[src/hw/dpda_pkg.sv]
// dpda_pkg: constants shared by the dual port dram arbiter design
// assumes a single 100 MHz clock; strobe timing counted in whole-clock phases, refresh divide in refresh clocks
package dpda_pkg;

  // ---------------------------------------------------------------
  // widths
  // ---------------------------------------------------------------
  localparam int unsigned ADDR_W        = 10;
  localparam int unsigned PHASE_W       = 4;

  // ---------------------------------------------------------------
  // timing, in whole-clock phases of the master clock; REF_DIVIDE in refresh clocks
  // ---------------------------------------------------------------
  localparam logic [5:0]  REF_DIVIDE    = 6'h3f;  // 64 refresh clocks, counted 63 down to 0
  localparam logic [PHASE_W-1:0] ACC_ROW_PH    = 4'h1;  // row strobe after grant
  localparam logic [PHASE_W-1:0] ACC_COL_PH    = 4'h3;  // column address, write window
  localparam logic [PHASE_W-1:0] ACC_COL_STROBE_ENABLE_N_PH  = 4'h4;  // column strobe enable
  localparam logic [PHASE_W-1:0] ACC_DONE_PH   = 4'h9;  // row strobe off, acknowledge
  localparam logic [PHASE_W-1:0] REF_ROW_PH    = 4'h1;  // row strobe after refresh address
  localparam logic [PHASE_W-1:0] REF_HIGH_PH   = 4'h9;  // 8 clocks low
  localparam logic [PHASE_W-1:0] REF_DONE_PH   = 4'hf;  // 8 clocks high

  // ---------------------------------------------------------------
  // reset values
  // ---------------------------------------------------------------
  localparam logic [ADDR_W-1:0] REF_ROW_RST = 10'h000;

  typedef enum logic [2:0] {DPDA_IDLE, DPDA_ACCESS, DPDA_HOLD, DPDA_REFRESH} dpda_state_t;

endpackage

[src/hw/dpda_sync3.sv]
// dpda_sync3: three-flop input synchroniser with agreement filter
// assumes d comes from outside the clk domain
`timescale 1ns/10ps
module dpda_sync3 (
  // clock and reset
  input  wire logic clk,
  input  wire logic sys_rst,
  input  wire logic clk_en,
  // data
  input  wire logic d,
  output logic      q
);
  logic s1_ff;
  logic s2_ff;
  logic s3_ff;

  // first stage feeds only the second; q changes once stages two and three agree
  always_ff @(posedge clk or posedge sys_rst) begin
    if (sys_rst) begin
      s1_ff <= 1'b1;
      s2_ff <= 1'b1;
      s3_ff <= 1'b1;
      q     <= 1'b1;
    end else if (clk_en) begin
      s1_ff <= d;
      s2_ff <= s1_ff;
      s3_ff <= s2_ff;
      if (s2_ff == s3_ff) begin
        q <= s3_ff;
      end
    end
  end
endmodule

[src/hw/dpda_top.sv]
// dpda_top: two-port dram arbiter, strobe timer, address mux and refresh
// assumes requests, addresses and refresh clock arrive asynchronously
//---------------------------------------------------------------------
//---------------------------------------------------------------------
`timescale 1ns/10ps
module dpda_top
  import dpda_pkg::*;
#(
  parameter bit ADDR_LATCHED = 1'b1
) (
  // clock, reset, enable
  input  wire logic                       clk,
  input  wire logic                       sys_rst,
  input  wire logic                       clk_en,
  // requesters
  input  wire logic                       port1_request_n,
  input  wire logic                       port2_request_n,
  input  wire logic [dpda_pkg::ADDR_W-1:0] row_addr_in,
  input  wire logic [dpda_pkg::ADDR_W-1:0] col_addr_in,
  // refresh pacing
  input  wire logic                       refresh_clock,
  // arbitration outputs
  output logic                            port1_select_n,
  output logic                            port2_select_n,
  output logic                            grant,
  // dram timing outputs
  output logic [dpda_pkg::ADDR_W-1:0]      dram_addr_out,
  output logic                            row_strobe_n,
  output logic                            col_strobe_enable_n,
  output logic                            write_window,
  output logic                            transfer_ack_n
);
  import dpda_pkg::*;

  //---------------------------------------------------------------
  // input synchronisers
  //---------------------------------------------------------------
  logic port1_request_n_n_s;
  logic port2_request_n_n_s;
  logic rclk_s;
  logic rclk_d_ff;
  logic port2_request_n_fall_ff;
  logic [ADDR_W-1:0] row_s1_ff;
  logic [ADDR_W-1:0] row_s2_ff;
  logic [ADDR_W-1:0] col_s1_ff;
  logic [ADDR_W-1:0] col_s2_ff;

  dpda_sync3 u_sync_port1_request_n (
    .clk     (clk),
    .sys_rst (sys_rst),
    .clk_en  (clk_en),
    .d       (port1_request_n),
    .q       (port1_request_n_n_s)
  );

  dpda_sync3 u_sync_port2_request_n (
    .clk     (clk),
    .sys_rst (sys_rst),
    .clk_en  (clk_en),
    .d       (port2_request_n),
    .q       (port2_request_n_n_s)
  );

  dpda_sync3 u_sync_rclk (
    .clk     (clk),
    .sys_rst (sys_rst),
    .clk_en  (clk_en),
    .d       (refresh_clock),
    .q       (rclk_s)
  );

  // port2 retimed on the falling edge so a tie resolves to port1
  always_ff @(negedge clk or posedge sys_rst) begin
    if (sys_rst) begin
      port2_request_n_fall_ff <= 1'b1;
    end else if (clk_en) begin
      port2_request_n_fall_ff <= port2_request_n_n_s;
    end
  end

  // addresses are a bus held stable by the requester, two flops suffice
  always_ff @(posedge clk or posedge sys_rst) begin
    if (sys_rst) begin
      row_s1_ff <= '0;
      row_s2_ff <= '0;
      col_s1_ff <= '0;
      col_s2_ff <= '0;
    end else if (clk_en) begin
      row_s1_ff <= row_addr_in;
      row_s2_ff <= row_s1_ff;
      col_s1_ff <= col_addr_in;
      col_s2_ff <= col_s1_ff;
    end
  end

  //---------------------------------------------------------------
  // refresh request generation
  //---------------------------------------------------------------
  logic [5:0]        ref_div_ff;
  logic              ref_pend_ff;
  logic [ADDR_W-1:0] ref_row_ff;
  logic              ref_tick;
  logic              ref_done;

  assign ref_tick = rclk_s & ~rclk_d_ff & (ref_div_ff == 6'h00);

  always_ff @(posedge clk or posedge sys_rst) begin
    if (sys_rst) begin
      rclk_d_ff  <= 1'b1;
      ref_div_ff <= REF_DIVIDE;
    end else if (clk_en) begin
      rclk_d_ff <= rclk_s;
      if (rclk_s && !rclk_d_ff) begin
        ref_div_ff <= (ref_div_ff == 6'h00) ? REF_DIVIDE : ref_div_ff - 6'h01;
      end
    end
  end

  // new tick wins over the clear of a serviced request
  always_ff @(posedge clk or posedge sys_rst) begin
    if (sys_rst) begin
      ref_pend_ff <= 1'b0;
    end else if (clk_en) begin
      if (ref_tick) begin
        ref_pend_ff <= 1'b1;
      end else if (ref_done) begin
        ref_pend_ff <= 1'b0;
      end
    end
  end

  always_ff @(posedge clk or posedge sys_rst) begin
    if (sys_rst) begin
      ref_row_ff <= REF_ROW_RST;
    end else if (clk_en && ref_done) begin
      ref_row_ff <= ref_row_ff + 10'h001;
    end
  end

  //---------------------------------------------------------------
  // first stage arbitration: select
  //---------------------------------------------------------------
  logic        port1_select_n_ff;
  logic        port2_select_n_ff;
  logic        release_req;
  dpda_state_t state_ff;

  // the selected requester's release ends its cycle
  assign release_req = (port1_select_n_ff & port1_request_n_n_s) | (port2_select_n_ff & port2_request_n_fall_ff);

  // only one select at a time keeps the two address buses apart
  always_ff @(posedge clk or posedge sys_rst) begin
    if (sys_rst) begin
      port1_select_n_ff <= 1'b0;
      port2_select_n_ff <= 1'b0;
    end else if (clk_en) begin
      if (!port1_select_n_ff && !port2_select_n_ff) begin
        if (!port1_request_n_n_s) begin
          port1_select_n_ff <= 1'b1;
        end else if (!port2_request_n_fall_ff) begin
          port2_select_n_ff <= 1'b1;
        end
      end else if (state_ff == DPDA_HOLD && release_req) begin
        port1_select_n_ff <= 1'b0;
        port2_select_n_ff <= 1'b0;
      end
    end
  end

  //---------------------------------------------------------------
  // second stage: cycle sequencer in whole-clock phases
  //---------------------------------------------------------------
  logic [PHASE_W-1:0] phase_ff;
  logic               sel_any;

  assign sel_any  = port1_select_n_ff | port2_select_n_ff;
  // ends on the last precharge phase so every refresh clears pending exactly once
  assign ref_done = (state_ff == DPDA_REFRESH) && (phase_ff == REF_DONE_PH);

  always_ff @(posedge clk or posedge sys_rst) begin
    if (sys_rst) begin
      state_ff <= DPDA_IDLE;
      phase_ff <= '0;
    end else if (clk_en) begin
      unique case (state_ff)
        DPDA_IDLE: begin
          phase_ff <= '0;
          if (ref_pend_ff) begin
            state_ff <= DPDA_REFRESH;
          end else if (sel_any && !release_req) begin
            state_ff <= DPDA_ACCESS;
          end
        end
        DPDA_ACCESS: begin
          phase_ff <= phase_ff + 4'h1;
          if (phase_ff == ACC_DONE_PH - 4'h1) begin
            state_ff <= DPDA_HOLD;
          end
        end
        DPDA_HOLD: begin
          if (release_req) begin
            state_ff <= DPDA_IDLE;
          end
        end
        DPDA_REFRESH: begin
          phase_ff <= phase_ff + 4'h1;
          if (phase_ff == REF_DONE_PH) begin
            state_ff <= DPDA_IDLE;
          end
        end
        default: begin
          state_ff <= DPDA_IDLE;
        end
      endcase
    end
  end

  //---------------------------------------------------------------
  // address latch and multiplexer
  //---------------------------------------------------------------
  logic [ADDR_W-1:0] row_lat_ff;
  logic [ADDR_W-1:0] col_lat_ff;
  logic [ADDR_W-1:0] row_src;
  logic [ADDR_W-1:0] col_src;
  logic              start_acc;

  assign start_acc = (state_ff == DPDA_IDLE) && !ref_pend_ff && sel_any && !release_req;

  // latch option captures all twenty bits as the grant rises
  always_ff @(posedge clk or posedge sys_rst) begin
    if (sys_rst) begin
      row_lat_ff <= '0;
      col_lat_ff <= '0;
    end else if (clk_en && start_acc) begin
      row_lat_ff <= row_s2_ff;
      col_lat_ff <= col_s2_ff;
    end
  end

  // without the latch the requester must hold its address until release
  assign row_src = ADDR_LATCHED ? row_lat_ff : row_s2_ff;
  assign col_src = ADDR_LATCHED ? col_lat_ff : col_s2_ff;

  always_ff @(posedge clk or posedge sys_rst) begin
    if (sys_rst) begin
      dram_addr_out <= '0;
    end else if (clk_en) begin
      if (state_ff == DPDA_REFRESH || (state_ff == DPDA_IDLE && ref_pend_ff)) begin
        dram_addr_out <= ref_row_ff;
      end else if (state_ff == DPDA_ACCESS && phase_ff >= ACC_COL_PH - 4'h1) begin
        dram_addr_out <= col_src;
      end else if (state_ff == DPDA_HOLD) begin
        dram_addr_out <= col_src;
      end else if (start_acc) begin
        dram_addr_out <= row_s2_ff;
      end else begin
        dram_addr_out <= row_src;
      end
    end
  end

  //---------------------------------------------------------------
  // strobe and handshake outputs
  //---------------------------------------------------------------
  logic acc_on;
  logic ref_on;

  assign acc_on = (state_ff == DPDA_ACCESS);
  assign ref_on = (state_ff == DPDA_REFRESH);

  always_ff @(posedge clk or posedge sys_rst) begin
    if (sys_rst) begin
      port1_select_n      <= 1'b1;
      port2_select_n      <= 1'b1;
      grant               <= 1'b0;
      row_strobe_n        <= 1'b1;
      col_strobe_enable_n <= 1'b1;
      write_window        <= 1'b0;
      transfer_ack_n      <= 1'b1;
    end else if (clk_en) begin
      port1_select_n <= ~port1_select_n_ff;
      port2_select_n <= ~port2_select_n_ff;
      grant          <= start_acc | acc_on | (state_ff == DPDA_HOLD);
      // row strobe: access from ROW phase to DONE, refresh from ROW to HIGH
      row_strobe_n <= ~((acc_on && phase_ff >= ACC_ROW_PH - 4'h1
                         && phase_ff < ACC_DONE_PH - 4'h1)
                     || (ref_on && phase_ff >= REF_ROW_PH - 4'h1
                         && phase_ff < REF_HIGH_PH - 4'h1));
      col_strobe_enable_n <= ~((acc_on && phase_ff >= ACC_COL_STROBE_ENABLE_N_PH - 4'h1)
                            || state_ff == DPDA_HOLD);
      write_window   <= (acc_on && phase_ff >= ACC_COL_PH - 4'h1)
                        || state_ff == DPDA_HOLD;
      transfer_ack_n <= ~((acc_on && phase_ff == ACC_DONE_PH - 4'h1)
                       || (state_ff == DPDA_HOLD && !release_req));
    end
  end

endmodule

[config.mk]
export PLATFORM = sky130hd
export DESIGN_NAME = dpda_top
export DESIGN_NICKNAME = d
export VERILOG_FILES = /design/src/hw/dpda_pkg.sv /design/src/hw/dpda_sync3.sv /design/src/hw/dpda_top.sv
export SDC_FILE = /design/constraint.sdc
export NUM_CORES = 1
export LEC_CHECK = 0
export ABC_CLOCK_PERIOD_IN_PS = 5500
export BUFFER_PORTS_ARGS = -buffer_cell sky130_fd_sc_hd__buf_4
export CAP_MARGIN = 30
export CELL_PAD_IN_SITES_DETAIL_PLACEMENT = 1
export CELL_PAD_IN_SITES_GLOBAL_PLACEMENT = 1
export CORE_MARGIN = 2
export CORE_UTILIZATION = 52
export DETAILED_ROUTE_END_ITERATION = 8
export PLACE_DENSITY_LB_ADDON = 0.1
export SYNTH_ARGS = -nofsm -noshare
export SYNTH_HDL_FRONTEND = slang
export SYNTH_SLANG_ARGS = --single-unit
export TNS_END_PERCENT = 1
[constraint.sdc]
create_clock -name clk -period 5.5 [get_ports clk]
set_input_delay 0.275 -clock clk [delete_from_list [all_inputs] [get_ports clk]]
set_output_delay 0.275 -clock clk [all_outputs]
set_load 0.05 [all_outputs]
# Word-level counts from Yosys, hierarchy flattened

Index checks and enable logic that the tools add are counted.

Flip-flop bits (word level): 117
Bits of input ports: 26
Output and inout bits: 17
Logic and storage cells: 135

$add $sub $neg: 3
Order comparisons: 4
Equal/unequal tests: 15
Mux-type cells: 20
Bitwise operators: 14
Reduce and logical (&&, ||, !) cells: 44

Operators with widths:

| operator                                                           | count |
|---|---|
| 2-to-1 mux 10 bit                                                  | 4 |
| logical AND 1 bit                                                  | 19 |
| 2-to-1 mux 3 bit                                                   | 5 |
| one-hot mux 3 bit (4 select lines)                                 | 1 |
| AND reduction 2 bit                                                | 6 |
| adder 10 x 1 -> 10 bit (second input constant)                     | 1 |
| == test 4 bit (second input constant)                              | 2 |
| greater-or-equal comparator 4 x 2 -> 1 bit (second input constant) | 2 |
| 2-to-1 mux 1 bit                                                   | 8 |
| one-hot mux 4 bit (2 select lines)                                 | 1 |
| == test 3 x 2 -> 1 bit (second input constant)                     | 2 |
| zero test 6 bit                                                    | 1 |
| 2-to-1 mux 6 bit                                                   | 1 |
| inequality test 2 x 1 -> 1 bit (second input constant)             | 3 |
| inequality test 2 bit (second input constant)                      | 3 |
| inverter 1 bit                                                     | 6 |
| nonzero test 2 bit                                                 | 3 |
| subtractor 6 x 1 -> 6 bit (second input constant)                  | 1 |
| zero test 1 bit                                                    | 5 |
| logical OR 1 bit                                                   | 5 |
| AND reduction 5 bit                                                | 1 |
| adder 4 x 1 -> 4 bit (second input constant)                       | 1 |
| bitwise AND 1 bit                                                  | 4 |
| greater-or-equal comparator 4 x 1 -> 1 bit (second input constant) | 1 |
| 9 further kinds                                                    | 14 |

# Depth between registers and ports, before layout

Gate-level depths: netlist of run 1.

Depth after elaboration: 8
Depth in mapped cells: 6
Mapped depth without buffers: 6

# Modules after synthesis

From an unflattened synthesis of run 1, not the netlist that was laid out.

Cells, all modules: 371
Area, all modules: 5,089.9 µm²

By module, submodules not included:

| module     | instances | cells an instance | area each (µm²) | sequential area each (µm²) |
|---|---|---|---|---|
| dpda_top   | 1         | 338               | 4,594.4         | 2,618.8 |
| dpda_sync3 | 3         | 11                | 165.2           | 105.1 |

==> flow_results.org, run 1 <==
** GRT
- The first global-routing pass estimated 19.5 mm of wire.
- Across every metal layer, demand over resource in global routing totals 0.252.
- Global-route congestion overflow total :: 0
- The initial antenna violation count is 0.
- Maximum number of pins on one net before global-route repair :: 75
- The via count of the first global-routing pass came to 3,782.

** Layout
- Nets :: between 400 and 500
- Layout-stage area growth over the synthesis result :: 25.1%
- Measured on the finished design, the core utilization comes to 0.675.
- Of the cells placed in the final design, the portion with a size suffix greater than 1 is 0.369.
- The finished layout holds 606 standard cells, fillers aside.
- Antenna cell count :: 0

** Floorplan
- The initialized floorplan defines 35 standard-cell rows.
- The die is 102 um wide.
- Core region area :: about 9300 sq um
- Height of the die :: between 100 and 150 um
- The die covers around 10,000 sq um.
- The initial utilization of the core area, before any placement, comes to 0.539.
- Pin placement for this block handled between 40 and 50 I/O pins.

** Clock tree
- Clock root cell :: clkbuf_8
- CTS max path bufs :: 2
- Cts-stage hold buffer count :: 23
- TritonCTS built the clock tree.
- Once the clock tree was built, the resizer swapped 0 gates to a different size.
- Post-CTS setup repair buffer count :: 0
- Clock Latency Late Sink :: 0.52 ns
- Clock Sinks :: approximately 120
- After clock tree synthesis, the clock-pin slew on the worst setup and hold paths is ~0.06 ns.
- Number of levels in the clock H-tree :: 4
- Total CTS buffers :: 17

** Timing
- RSZ-0062 raised after global routing :: false
- Total count of max-transition violations in the final report :: 0
- Worst-margin pin slew :: 0.851 ns
- Adding up every negative setup slack in the final design gives 0 ns.
- The total count of hold-check failures in the final report is 0.
- Setup violations remaining at the end of the flow were counted as 0.
- On the final layout, the worst clock skew is between 0.009 and 0.01 ns.
- The worst pin sits at a relative slew slack of 0.430.

** Status
- The run finished with clean final reports.

** Logic synthesis
- Of the synthesized area, sequential elements account for 0.583.
- Net count of the mapped netlist :: between 400 and 500
- Predominant post-synthesis flop cell :: dfrtp_1
- The synthesized design contains 0 enable-type register cells.
- Syn_area_per_cell :: 12.7 sq um
- Yosys printed 0 warnings.
- Most area-hungry cell type in the Yosys netlist :: dfrtp_1
- Share of the synthesized area in the top cell type :: 0.453
- Post-synth ARST share :: 1.00
- The netlist uses 48 different library cells.
- Synthesis inferred around 120 register bits.
- Synthesis produced between 300 and 400 cells.
- Most area-consuming cells after synthesis :: dfrtp_1, mux2_2, dfstp_2
- Cell area after synthesis :: about 5000 sq um

** Route
- Once detail routing completed, the nets flagged for antenna violations numbered 0.
- The first TritonRoute pass finished after 5 iterations.
- Detailed-route DRC error count :: 0
- The detailed router finished its first iteration with between 100 and 150 violations.
- Routed via count :: ~3,400
- In the final routed layout, each cell accounts on average for between 15 and 20 um.
- Final Routed Wirelength :: about 12 mm
- In the routed layout, each cell is associated on average with a via count of about 5.6.

** Critical path
- Worst-path fanout max :: 20
- STA classifies the critical path startpoint as a register.
- Arrival time of data at the critical path endpoint :: around 4.9 ns
- The most critical setup path has its startpoint at port2_request_n_fall_ff$_DFFE_NP1P_.
- Worst endpoint required time :: between 5 and 6 ns
- Setup crit end kind :: register
- The critical path is of the reg2reg type.
- Counting cells, the worst reg-to-reg path comes to 5.
- In this run the critical register-to-register path is launched from port2_request_n_fall_ff$_DFFE_NP1P_.

** Placement
- Routability-driven placement finished with a final weighted congestion of 0.767.
- Detailed Place HPWL :: slightly below 7 mm
- PortBufs :: 42
- Cells after DPL :: ~550

** Power and ir drop
- Maximum vdd ir drop :: 0.354 mV
- For this design the static power due to leakage is between 0.002 and 0.003 uW.
- Pwr Density :: ~530 nW/um^2

** Min path
- The startpoint identified for the worst hold timing path is clk_en.
- Cell depth of the worst min-delay path :: 3
- Worst hold-check path type :: in2reg

** Run
- The tool flagged a number of max-cap violations equal to 0.
[power by group]
part	switching (uW)	total [uW]	internal, uW
clock	375	1120	741
sequential	207	1320	1110
combinational	520	871	351
[layer usage]
layer	wire length (um)	up-vias	share of wire	global-route usage
met2	6580	50	0.56	0.461
met4	137	0	0.012	0.0923
met3	300	16	0.026	0.0629
met1	4670	1772	0.40	0.284
met5	0	-	0	0
li1	-	1539	-	-
[synthesized netlist by cell type (all sizes together) (3+ instances only)]
cell type,count
dfrtp,91
and3,4
xor2,4
buf,10
mux2i,12
nand4,3
nand3,4
inv,16
a22o,3
nor4,5
ha,5
nand2,19
nor2,19
mux2,70
a21oi,7
o22ai,10
xnor2,10
o21ai,20
dfstp,25
clkbuf,10
a21o,3
nand2b,10
nor3,4
a211oi,11
[registers in the layout, summed over array words and instances (netlist names), 2 cells and up]
name	flops
col_lat_ff	10
col_s1_ff	10
col_s2_ff	10
dram_addr_out	10
ref_row_ff	10
row_lat_ff	10
row_s1_ff	10
row_s2_ff	10
ref_div_ff	6
phase_ff	4
state_ff	2
[cell usage in the layout (no fill, tap or decap), drive strengths merged, types with 2 or more instances in the layout]
master	instances
or2	2
dlygate4sd3	24
o22ai	10
nand2	19
nand2b	10
nor4	5
mux2	70
inv	16
ha	5
a21oi	7
and3	4
clkbuf	20
dfstp	25
a21o	3
bufinv	4
mux2i	12
nand3b	2
xnor2	10
nor3	4
a211oi	11
xor2	4
buf	48
clkinv	6
a22o	3
dfrtp	91
nor2	19
o21ai	20
nand4	3
nand3	4
[layout make-up]
| type | instances | area [sq um] |
|---|---|---|
| Timing Repair Buffer | 72 | 621 |
| Sequential cell | 116 | 2930 |
| Inverter | 15 | 58.8 |
| Multi-Input combinational cell | 243 | 1920 |
| Clock buffer | 20 | 435 |
| Tap cell | 129 | 161 |
| Clock inverter | 11 | 161 |
| Fill cell | 918 | 3030 |
[path summary, 6_finish.rpt]
path / end / slack, ns
max in group asynchronous: port2_request_n_fall_ff$_DFFE_NP1P_ / 2.00
worst min register to register: u_sync_port1_request_n.s3_ff$_DFFE_PP1P_ / 0.47
worst max-delay path: col_lat_ff[7]$_DFFE_PP0P_ / 0.96
min in group asynchronous: col_s1_ff[2]$_DFFE_PP0P_ / 0.36
worst min-delay path: u_sync_port1_request_n.s3_ff$_DFFE_PP1P_ / 0.20
worst max register to register: col_lat_ff[7]$_DFFE_PP0P_ / 0.96
[metrics by stage]
step	setup WS (ns)	power, uW	hold WS [ns]	instance area (sq um)
3_3_place_gp	1.00	2120	0.352	5430
2_1_floorplan	0.250	1900	0.427	5030
4_1_cts	0.945	3320	0.00315	6260
5_1_grt	0.870	3470	0.235	6290
3_5_place_dp	0.951	2170	0.353	5430
6_report	0.958	3300	0.196	6290
[worst max-delay path, cell delays in order (launching register included)]
cell and delay [ns]:
dfstp_2 0.37, a22o_1 0.23, nor4_4 0.25, and2_1 0.17, buf_4 0.28, mux2_2 0.38
[logic make-up after synthesis]
| family | after synthesis | synth area share |
|---|---|---|
| flops | 116 | 0.583 |
| mux | 82 | 0.181 |
| simple gates | 76 | 0.0796 |
| compound gates | 66 | 0.0853 |
| buf+inv | 36 | 0.0346 |
| xor+xnor | 14 | 0.0244 |
| fa+ha+maj | 5 | 0.0124 |
(Power assumes the default switching activity.)
==> run 2: changes to the inputs <==
- ABC_CLOCK_PERIOD_IN_PS: 5500 -> 4500
- CORE_UTILIZATION: 52 -> 48
- clock period: 5.5 -> 4.5 ns (I/O delays scaled with it)
==> run 2 against run 1 <==
Compared with the run above:
- clock-buffer cell count fell by 2
- wire length is 6.4% lower
- sequential share of layout area is 0.41 points higher
==> flow_results.org, run 2 (synthesized netlist as in run 1, its figures left out) <==
** Route
- The total wirelength of the detailed-routed design is 10.9 mm (-6.4%).
- The wire length per cell after detailed routing is 17.8 um (-7.7%).
- Violation count after the first detailed-route iteration :: 92 (-25%)
- Number of iterations in the first detailed-routing pass :: 6 (+1)
- The mean number of vias per cell was 5.39 (-3.3%).
- Remaining antenna violation count :: 0 (unchanged)
- Routed via count :: 3,309 (-2.0%)
- Detailed-route DRC error count :: 0 (unchanged)

** Status
- Outcome :: finished, final reports clean

** Clock tree
- The later-pin clock latency in the skew report was 0.52 ns (about the same).
- The CTS buffer count was 17 (unchanged).
- CTS tree :: built
- The maximum root-to-sink buffer count is 2 (unchanged).
- Cts-stage hold buffer count :: 23 (unchanged)
- Post-CTS setup repair buffer count :: 0 (unchanged)
- The depth of the CTS H-tree was 4 (unchanged).
- Clock Sinks :: 116 (unchanged)
- CTS resizes :: 0 (unchanged)
- Clock root cell :: clkbuf_8
- The clock transition at the registers of the reported paths was 0.06 ns (about the same).

** Run
- The max-capacitance violation count came to 0 (unchanged).

** Timing
- Fin Clk Skew :: 0.0144 ns (+0.00450 ns)
- The setup-violating endpoint count in the final report came to 0 (unchanged).
- The worst-case headroom to the max-slew limit was 0.414 (-0.0158).
- The total count of hold-check failures in the final report was 0 (unchanged).
- Setup repair after global routing left no endpoint under its margin.
- The worst slack on hold paths was 0.0714 ns (-0.125 ns).
- The final max-slew violation count was 0 (unchanged).
- The setup TNS is 0 ns (unchanged).
- The slew at the pin closest to its max-slew limit was 0.875 ns (+0.0236 ns).

** Layout
- Nets :: 496 (-0.20%)
- Final core area utilization :: 0.610 (-0.0650)
- Leaving out fill and tap cells, the most frequent cell in the layout is dfrtp_1.
- Antenna cell count :: 0 (unchanged)
- Ratio of cells with drive above 1 in the final layout :: 0.377 (+0.00760)
- Compared with the post-synthesis result, the final layout area differs by 24.0%.
- The top cell types in the final layout, fill and taps aside, are dfrtp_1, mux2_2, buf_4.

** Critical path
- Arrival time of data at the critical path endpoint :: 4.43 ns (-0.51 ns)
- The worst setup path is captured at a register.
- Maximum single-stage delay on the critical path :: 0.38 ns (about the same)
- The maximum fanout encountered on the critical timing path was 20 (unchanged).
- Critical path startpoint category :: register
- The required time at the worst-slack endpoint is 4.90 ns (-1.00 ns).
- The critical path is of the reg2reg type.
- Library cell contributing the largest single delay on the critical path :: mux2_2
- Cell-by-cell trace of the critical path :: a22o_1 -> nor4_4 -> and2_1 -> buf_4 -> mux2_2

** Placement
- GP Congestion :: 0.742 (-3.3%)
- The number of input and output port buffers inserted came to 42 (unchanged).
- Detailed Place HPWL :: 6.79 mm (-1.2%)

** Floorplan
- The number of standard-cell rows in the floorplan was 37 (+5.7%).
- The horizontal die dimension is 106 um (+3.9%).
- Core region area :: 10,200 sq um (+9.7%)
- DIE AREA :: 11,300 sq um (+8.0%)
- The initial core utilization was 0.492 (-0.0476).
- The vertical die dimension came to 106 um (+3.9%).
- The number of placed I/O pins is 43 (unchanged).

** GRT
- The initial antenna violation count came to 0 (unchanged).
- The global route total overflow is 0 (unchanged).
- Maximum number of pins on one net before global-route repair :: 68 (-9.3%)
- The total global routing track utilization was 0.213 (-0.0388).
- First-pass GRT wire length :: 18.3 mm (-6.3%)
- Via count of the first global-routing pass :: 3,657 (-3.3%)

** Min path
- Worst hold-check path type :: in2async

** Power and ir drop
- Leak :: 0.00278 uW (-1.8%)
- The peak ir drop on the vdd network is 0.444 mV (+25%).
- The total power density per cell area is 624 nW/um^2 (+19%).
==> run 2: changes by cell type in the layout (fill, tap and decap cells not counted), sizes merged <==
cell / change
clkbuf: -2
clkinv: -1
bufinv: -3
clkinvlp: +6
inv: +2
dlygate4sd3: -1
==> run 2: layout make-up <==
type	instances	area, sq um
Sequential cell	116	2930
Clock buffer	18	428
Inverter	15	60.1
Tap cell	136	170
Timing Repair Buffer	71	591
Fill cell	1000	3990
Clock inverter	15	134
Multi-Input combinational cell	243	1920
==> run 2: worst max-delay path, delay by kind of cell, from the launching register on <==
kind	cells	cell delay, ns
AND/OR/NAND/NOR	2	0.39
flip-flops	1	0.37
AO/OA/AOI/OAI	1	0.23
buffers and inverters	1	0.29
multiplexers	1	0.38
==> run 2: where the power goes <==
group	internal (uW)	leakage, uW	switching [uW]	total, uW
registers	1360	0.00139	246	1600
clock network	751	0.000266	501	1250
logic	426	0.00112	615	1040
total	2530	0.00278	1360	3900
==> run 2: stage by stage <==
step | setup slack, ns | instances | area [sq um] | total power, uW
after global routing | 0.393 | 614 | 6240 | 4100
final | 0.469 | 614 | 6240 | 3900
after detailed placement | 0.464 | 559 | 5450 | 2640
after floorplan | 0.652 | 395 | 5030 | 2320
after CTS | 0.457 | 614 | 6240 | 3940
after global placement | 0.495 | 559 | 5450 | 2590
==> run 2: routing by layer <==
metal | share of wire | GRT usage
met5 | 0 | 0
met4 | 0.016 | 0.0827
met3 | 0.033 | 0.0644
met2 | 0.53 | 0.370
met1 | 0.42 | 0.248
==> run 2: final timing paths <==
check,from,slack [ns],depth (start not counted),to
max,port2_request_n_fall_ff$_DFFE_NP1P_,0.47,5,col_lat_ff[6]$_DFFE_PP0P_
min,sys_rst,0.07,3,col_s1_ff[2]$_DFFE_PP0P_
max reg2reg,port2_request_n_fall_ff$_DFFE_NP1P_,0.47,5,col_lat_ff[6]$_DFFE_PP0P_
min reg2reg,ref_row_ff[9]$_DFFE_PP0P_,0.47,1,ref_row_ff[9]$_DFFE_PP0P_
max in group asynchronous,sys_rst,2.43,2,port2_request_n_fall_ff$_DFFE_NP1P_
min in group clk,clk_en,0.15,3,u_sync_rclk.s3_ff$_DFFE_PP1P_
==> run 3: changes to the inputs <==
- ABC_AREA: default -> 1
- CORE_UTILIZATION: 48 -> 45
==> run 3 against run 2 <==
Compared with the run above:
- wire length rose by 13%
- register-to-register slack improved by 0.02 ns
- power is 4.3% higher
- clock power is essentially flat
- clock skew is 0.016 ns higher
- hold slack lost 0.061 ns
==> flow_results.org, run 3 <==
** Status
- Outcome :: finished, final reports clean

** Route
- Detailed-route DRC error count :: 0 (unchanged)
- Violation count after the first detailed-route iteration :: 196 (+110%)
- Final Routed Wirelength :: 12.4 mm (+13%)
- The iteration count of the initial detailed-routing pass came to 4 (-2).
- Routed via count :: 4,133 (+25%)
- Post-detailed-route via-to-cell ratio :: 5.04 (-6.5%)
- The final antenna-violating net count is 0 (unchanged).
- The wire length per cell after detailed routing was 15.1 um (-15%).

** Power and ir drop
- Register share of total power :: 0.382 (-0.029)
- The standby leakage power was 0.00312 uW (+12%).
- Switch Pwr :: 1540 uW (+13%)
- The cell-internal power came to 2530 uW (-0.18%).
- Net switching fraction of the power :: 0.378 (+0.0282)
- The clock share of power was 0.314 (-0.007).
- Pwr Density :: 655 nW/um^2 (+4.9%)
- The peak ir drop on the vdd network was 0.424 mV (-4.4%).
- Combinational group share of total power :: 0.304 (+0.037)

** Logic synthesis
- Number of enable-type register cells in the synthesized netlist :: 0 (unchanged)
- Synthesis-stage register bit count :: 116 (unchanged)
- The count of warnings emitted by yosys is 0 (unchanged).
- The async set-reset flop share out of synthesis was 1.00 (unchanged).
- Sequential-to-total area share from yosys stat :: 0.573 (-0.0103)
- Syn_area_per_cell :: 8.31 sq um (-35%)
- The post-synth net total was 647 (+52%).
- Most area-consuming cells after synthesis :: dfrtp_1, nand2_1, dfstp_2
- Sorting the synthesized cells by how often they occur yields nand2_1, dfrtp_1, o21ai_0.
- Predominant post-synthesis flop cell :: dfrtp_1
- The post-synthesis cell count is 616 (+56%).
- Most area-hungry cell type in the Yosys netlist :: dfrtp_1
- Share of the synthesized area in the top cell type :: 0.445 (-0.00796)
- The count of distinct cell types in the synthesized netlist was 25 (-48%).
- Yosys instantiated no cell more often than nand2_1.
- The post-synthesis instance area was 5120 sq um (+1.8%).

** Placement
- The HPWL reported at the end of detailed placement came to 8.06 mm (+19%).
- Pre-CTS worst setup slack :: 0.266 ns (-0.199 ns)
- GP Congestion :: 0.757 (+2.0%)
- The number of input and output port buffers inserted is 42 (unchanged).
- Cells after DPL :: 778 (+39%)

** Timing
- The final setup skew is 0.0302 ns (+0.0157 ns).
- Count of endpoints failing setup in the final report :: 0 (unchanged)
- Number of failing hold endpoints at the final stage :: 0 (unchanged)
- The worst-case headroom to the max-slew limit is 0.396 (-0.0179).
- Setup Total Neg Slack :: 0 ns (unchanged)
- The post-route worst setup slack came to 0.485 ns (+0.0162 ns).
- Worst-margin pin slew :: 0.901 ns (+0.0266 ns)
- The final max-slew violation count was 0 (unchanged).
- Setup repair after global routing left no endpoint under its margin.

** Layout
- The antenna diode count is 0 (unchanged).
- Layout-stage area growth over the synthesis result :: 21.2%
- Most frequent standard cell in the layout excluding fill and tap cells :: nand2_1
- In the layout the commonest cells are nand2_1, dfrtp_1, o21ai_0.
- Ratio of cells with drive above 1 in the final layout :: 0.166 (-0.210)
- Nets :: 698 (+41%)
- The sequential cell area came to 2930 sq um (unchanged).
- The post-layout instance count excluding filler cells is 820 (+34%).
- The area used by multi-input combinational logic was 1830 sq um (-4.7%).
- The layout filler cell count was 1,337 (+34%).

** Min path
- Along the worst hold path, the cell count comes to 3.
- Worst hold-check path type :: in2reg
- The worst hold path begins at row_addr_in[5].
- The worst hold path terminates at row_s1_ff[5]$_DFFE_PP0P_.

** GRT
- The global route total overflow is 0 (unchanged).
- The pin count of the biggest net entering global routing was 71 (+4.4%).
- The first-pass GRT wire length was 21.4 mm (+17%).
- Total routing resource utilization after global routing :: 0.217 (+0.00358)
- The initial antenna violation count came to 0 (unchanged).
- The via count of the first global-routing pass is 4,342 (+19%).

** Critical path
- In this run the critical register-to-register path is captured at dram_addr_out[3]$_DFFE_PP0P_.
- Setup crit end kind :: register
- Worst-path fanout max :: 13 (-35%)
- In this run the critical register-to-register path is launched from port2_request_n_fall_ff$_DFFE_NP1P_.
- Worst endpoint required time :: 4.86 ns (-0.04 ns)
- Arrival time of data at the critical path endpoint :: 4.37 ns (-0.06 ns)
- The slack of the worst reg-to-reg path was 0.49 ns (+0.02 ns).
- The worst reg-to-reg path cell count was 9 (+4).
- Worst setup path startpoint :: port2_request_n_fall_ff$_DFFE_NP1P_
- STA classifies the critical path startpoint as a register.
- By startpoint and endpoint, the worst setup path is classified as reg2reg.

** Clock tree
- TritonCTS built the clock tree.
- The tree is rooted in a clkbuf_16.
- The clock transition at the registers of the reported paths came to 0.05 ns (about the same).
- The CTS buffer count is 17 (unchanged).
- The clock sink total is 116 (unchanged).
- CTS max path bufs :: 2 (unchanged)
- Number of levels in the clock H-tree :: 4 (unchanged)
- Clock Latency Late Sink :: 0.44 ns (-0.08 ns)

** Floorplan
- The area inside the core boundary came to 11,000 sq um (+7.3%).
- The number of placed I/O pins is 43 (unchanged).
- Initial Utilization :: 0.466 (-0.0255)
- Horizontal die dimension :: 111 um (+4.0%)
- DIE AREA :: 12,300 sq um (+8.2%)
- The vertical die dimension came to 111 um (+4.0%).
- Cell Rows :: 38 (+2.7%)

** Run
- The max-capacitance violation count came to 0 (unchanged).
==> run 3: how the worst max path moves through the flow <==
stage	endpoint	slack, ns
floorplan	port1_select_n_ff$_DFFE_PP0P_	0.91
global placement	dram_addr_out[2]$_DFFE_PP0P_	0.42
detailed placement	dram_addr_out[3]$_DFFE_PP0P_	0.27
CTS	dram_addr_out[5]$_DFFE_PP0P_	0.19
global route	dram_addr_out[1]$_DFFE_PP0P_	0.21
finish	dram_addr_out[3]$_DFFE_PP0P_	0.49
==> run 3: repair_timing <==
action,CTS,global route
hold buffers,10,0
endpoints found under the setup margin,0,10
buffers inserted,0,0
hold endpoints to repair,10,0
resized for setup,0,1
==> run 3: routing by layer <==
layer	vias to the layer above	share of wire	GRT usage
met2	54	0.48	0.353
met1	2020	0.47	0.282
li1	2041	-	-
met3	18	0.033	0.0558
met4	0	0.014	0.0767
met5	-	0	0
==> run 3: cell families (layout without fill, tap and decap cells) <==
| kind of cell | Yosys count | count (layout) | synth area share |
|---|---|---|---|
| xor+xnor | 8 | 8 | 0.0137 |
| simple gates | 306 | 306 | 0.241 |
| compound gates | 91 | 91 | 0.0904 |
| buf+inv | 90 | 154 | 0.0696 |
| fa+ha+maj | 5 | 5 | 0.0122 |
| flops | 116 | 116 | 0.573 |
==> run 3: power by group through the flow <==
stage | clock network, uW | logic, uW | registers, uW
floorplan | 2.78 | 685 | 1740
global placement | 2.78 | 1180 | 1550
detailed placement | 2.78 | 1220 | 1560
CTS | 1310 | 1250 | 1550
global route | 1350 | 1400 | 1590
finish | 1280 | 1240 | 1550
==> run 3: critical path: stages, from the launching register on <==
cell and delay [ns]:
dfstp_2 0.37, nand2_1 0.06, nand2_1 0.09, nor2_2 0.38
nand2_1 0.36, nand2_1 0.15, nand3_1 0.08, nand2_1 0.08
nand2_1 0.05, nand2_1 0.06
==> run 3: final cells by class <==
class                   count  area share
repair buffers             58      0.0742
clock inverters            14      0.0181
well taps                 140      0.0282
multi-input cells         410       0.295
clock buffers              19      0.0730
inverters                  63      0.0387
flip-flops and latches    116       0.473
==> run 3: through the flow <==
step | hold WS (ns) | cell area [sq um] | utilization | power [uW]
floorplan | 0.313 | 5120 | - | 2430
global placement | 0.426 | 5540 | 0.505 | 2730
detailed placement | 0.431 | 5540 | 0.505 | 2780
CTS | 0.000324 | 6210 | 0.565 | 4110
global route | 0.00302 | 6210 | 0.565 | 4340
finish | 0.0104 | 6210 | 0.565 | 4060
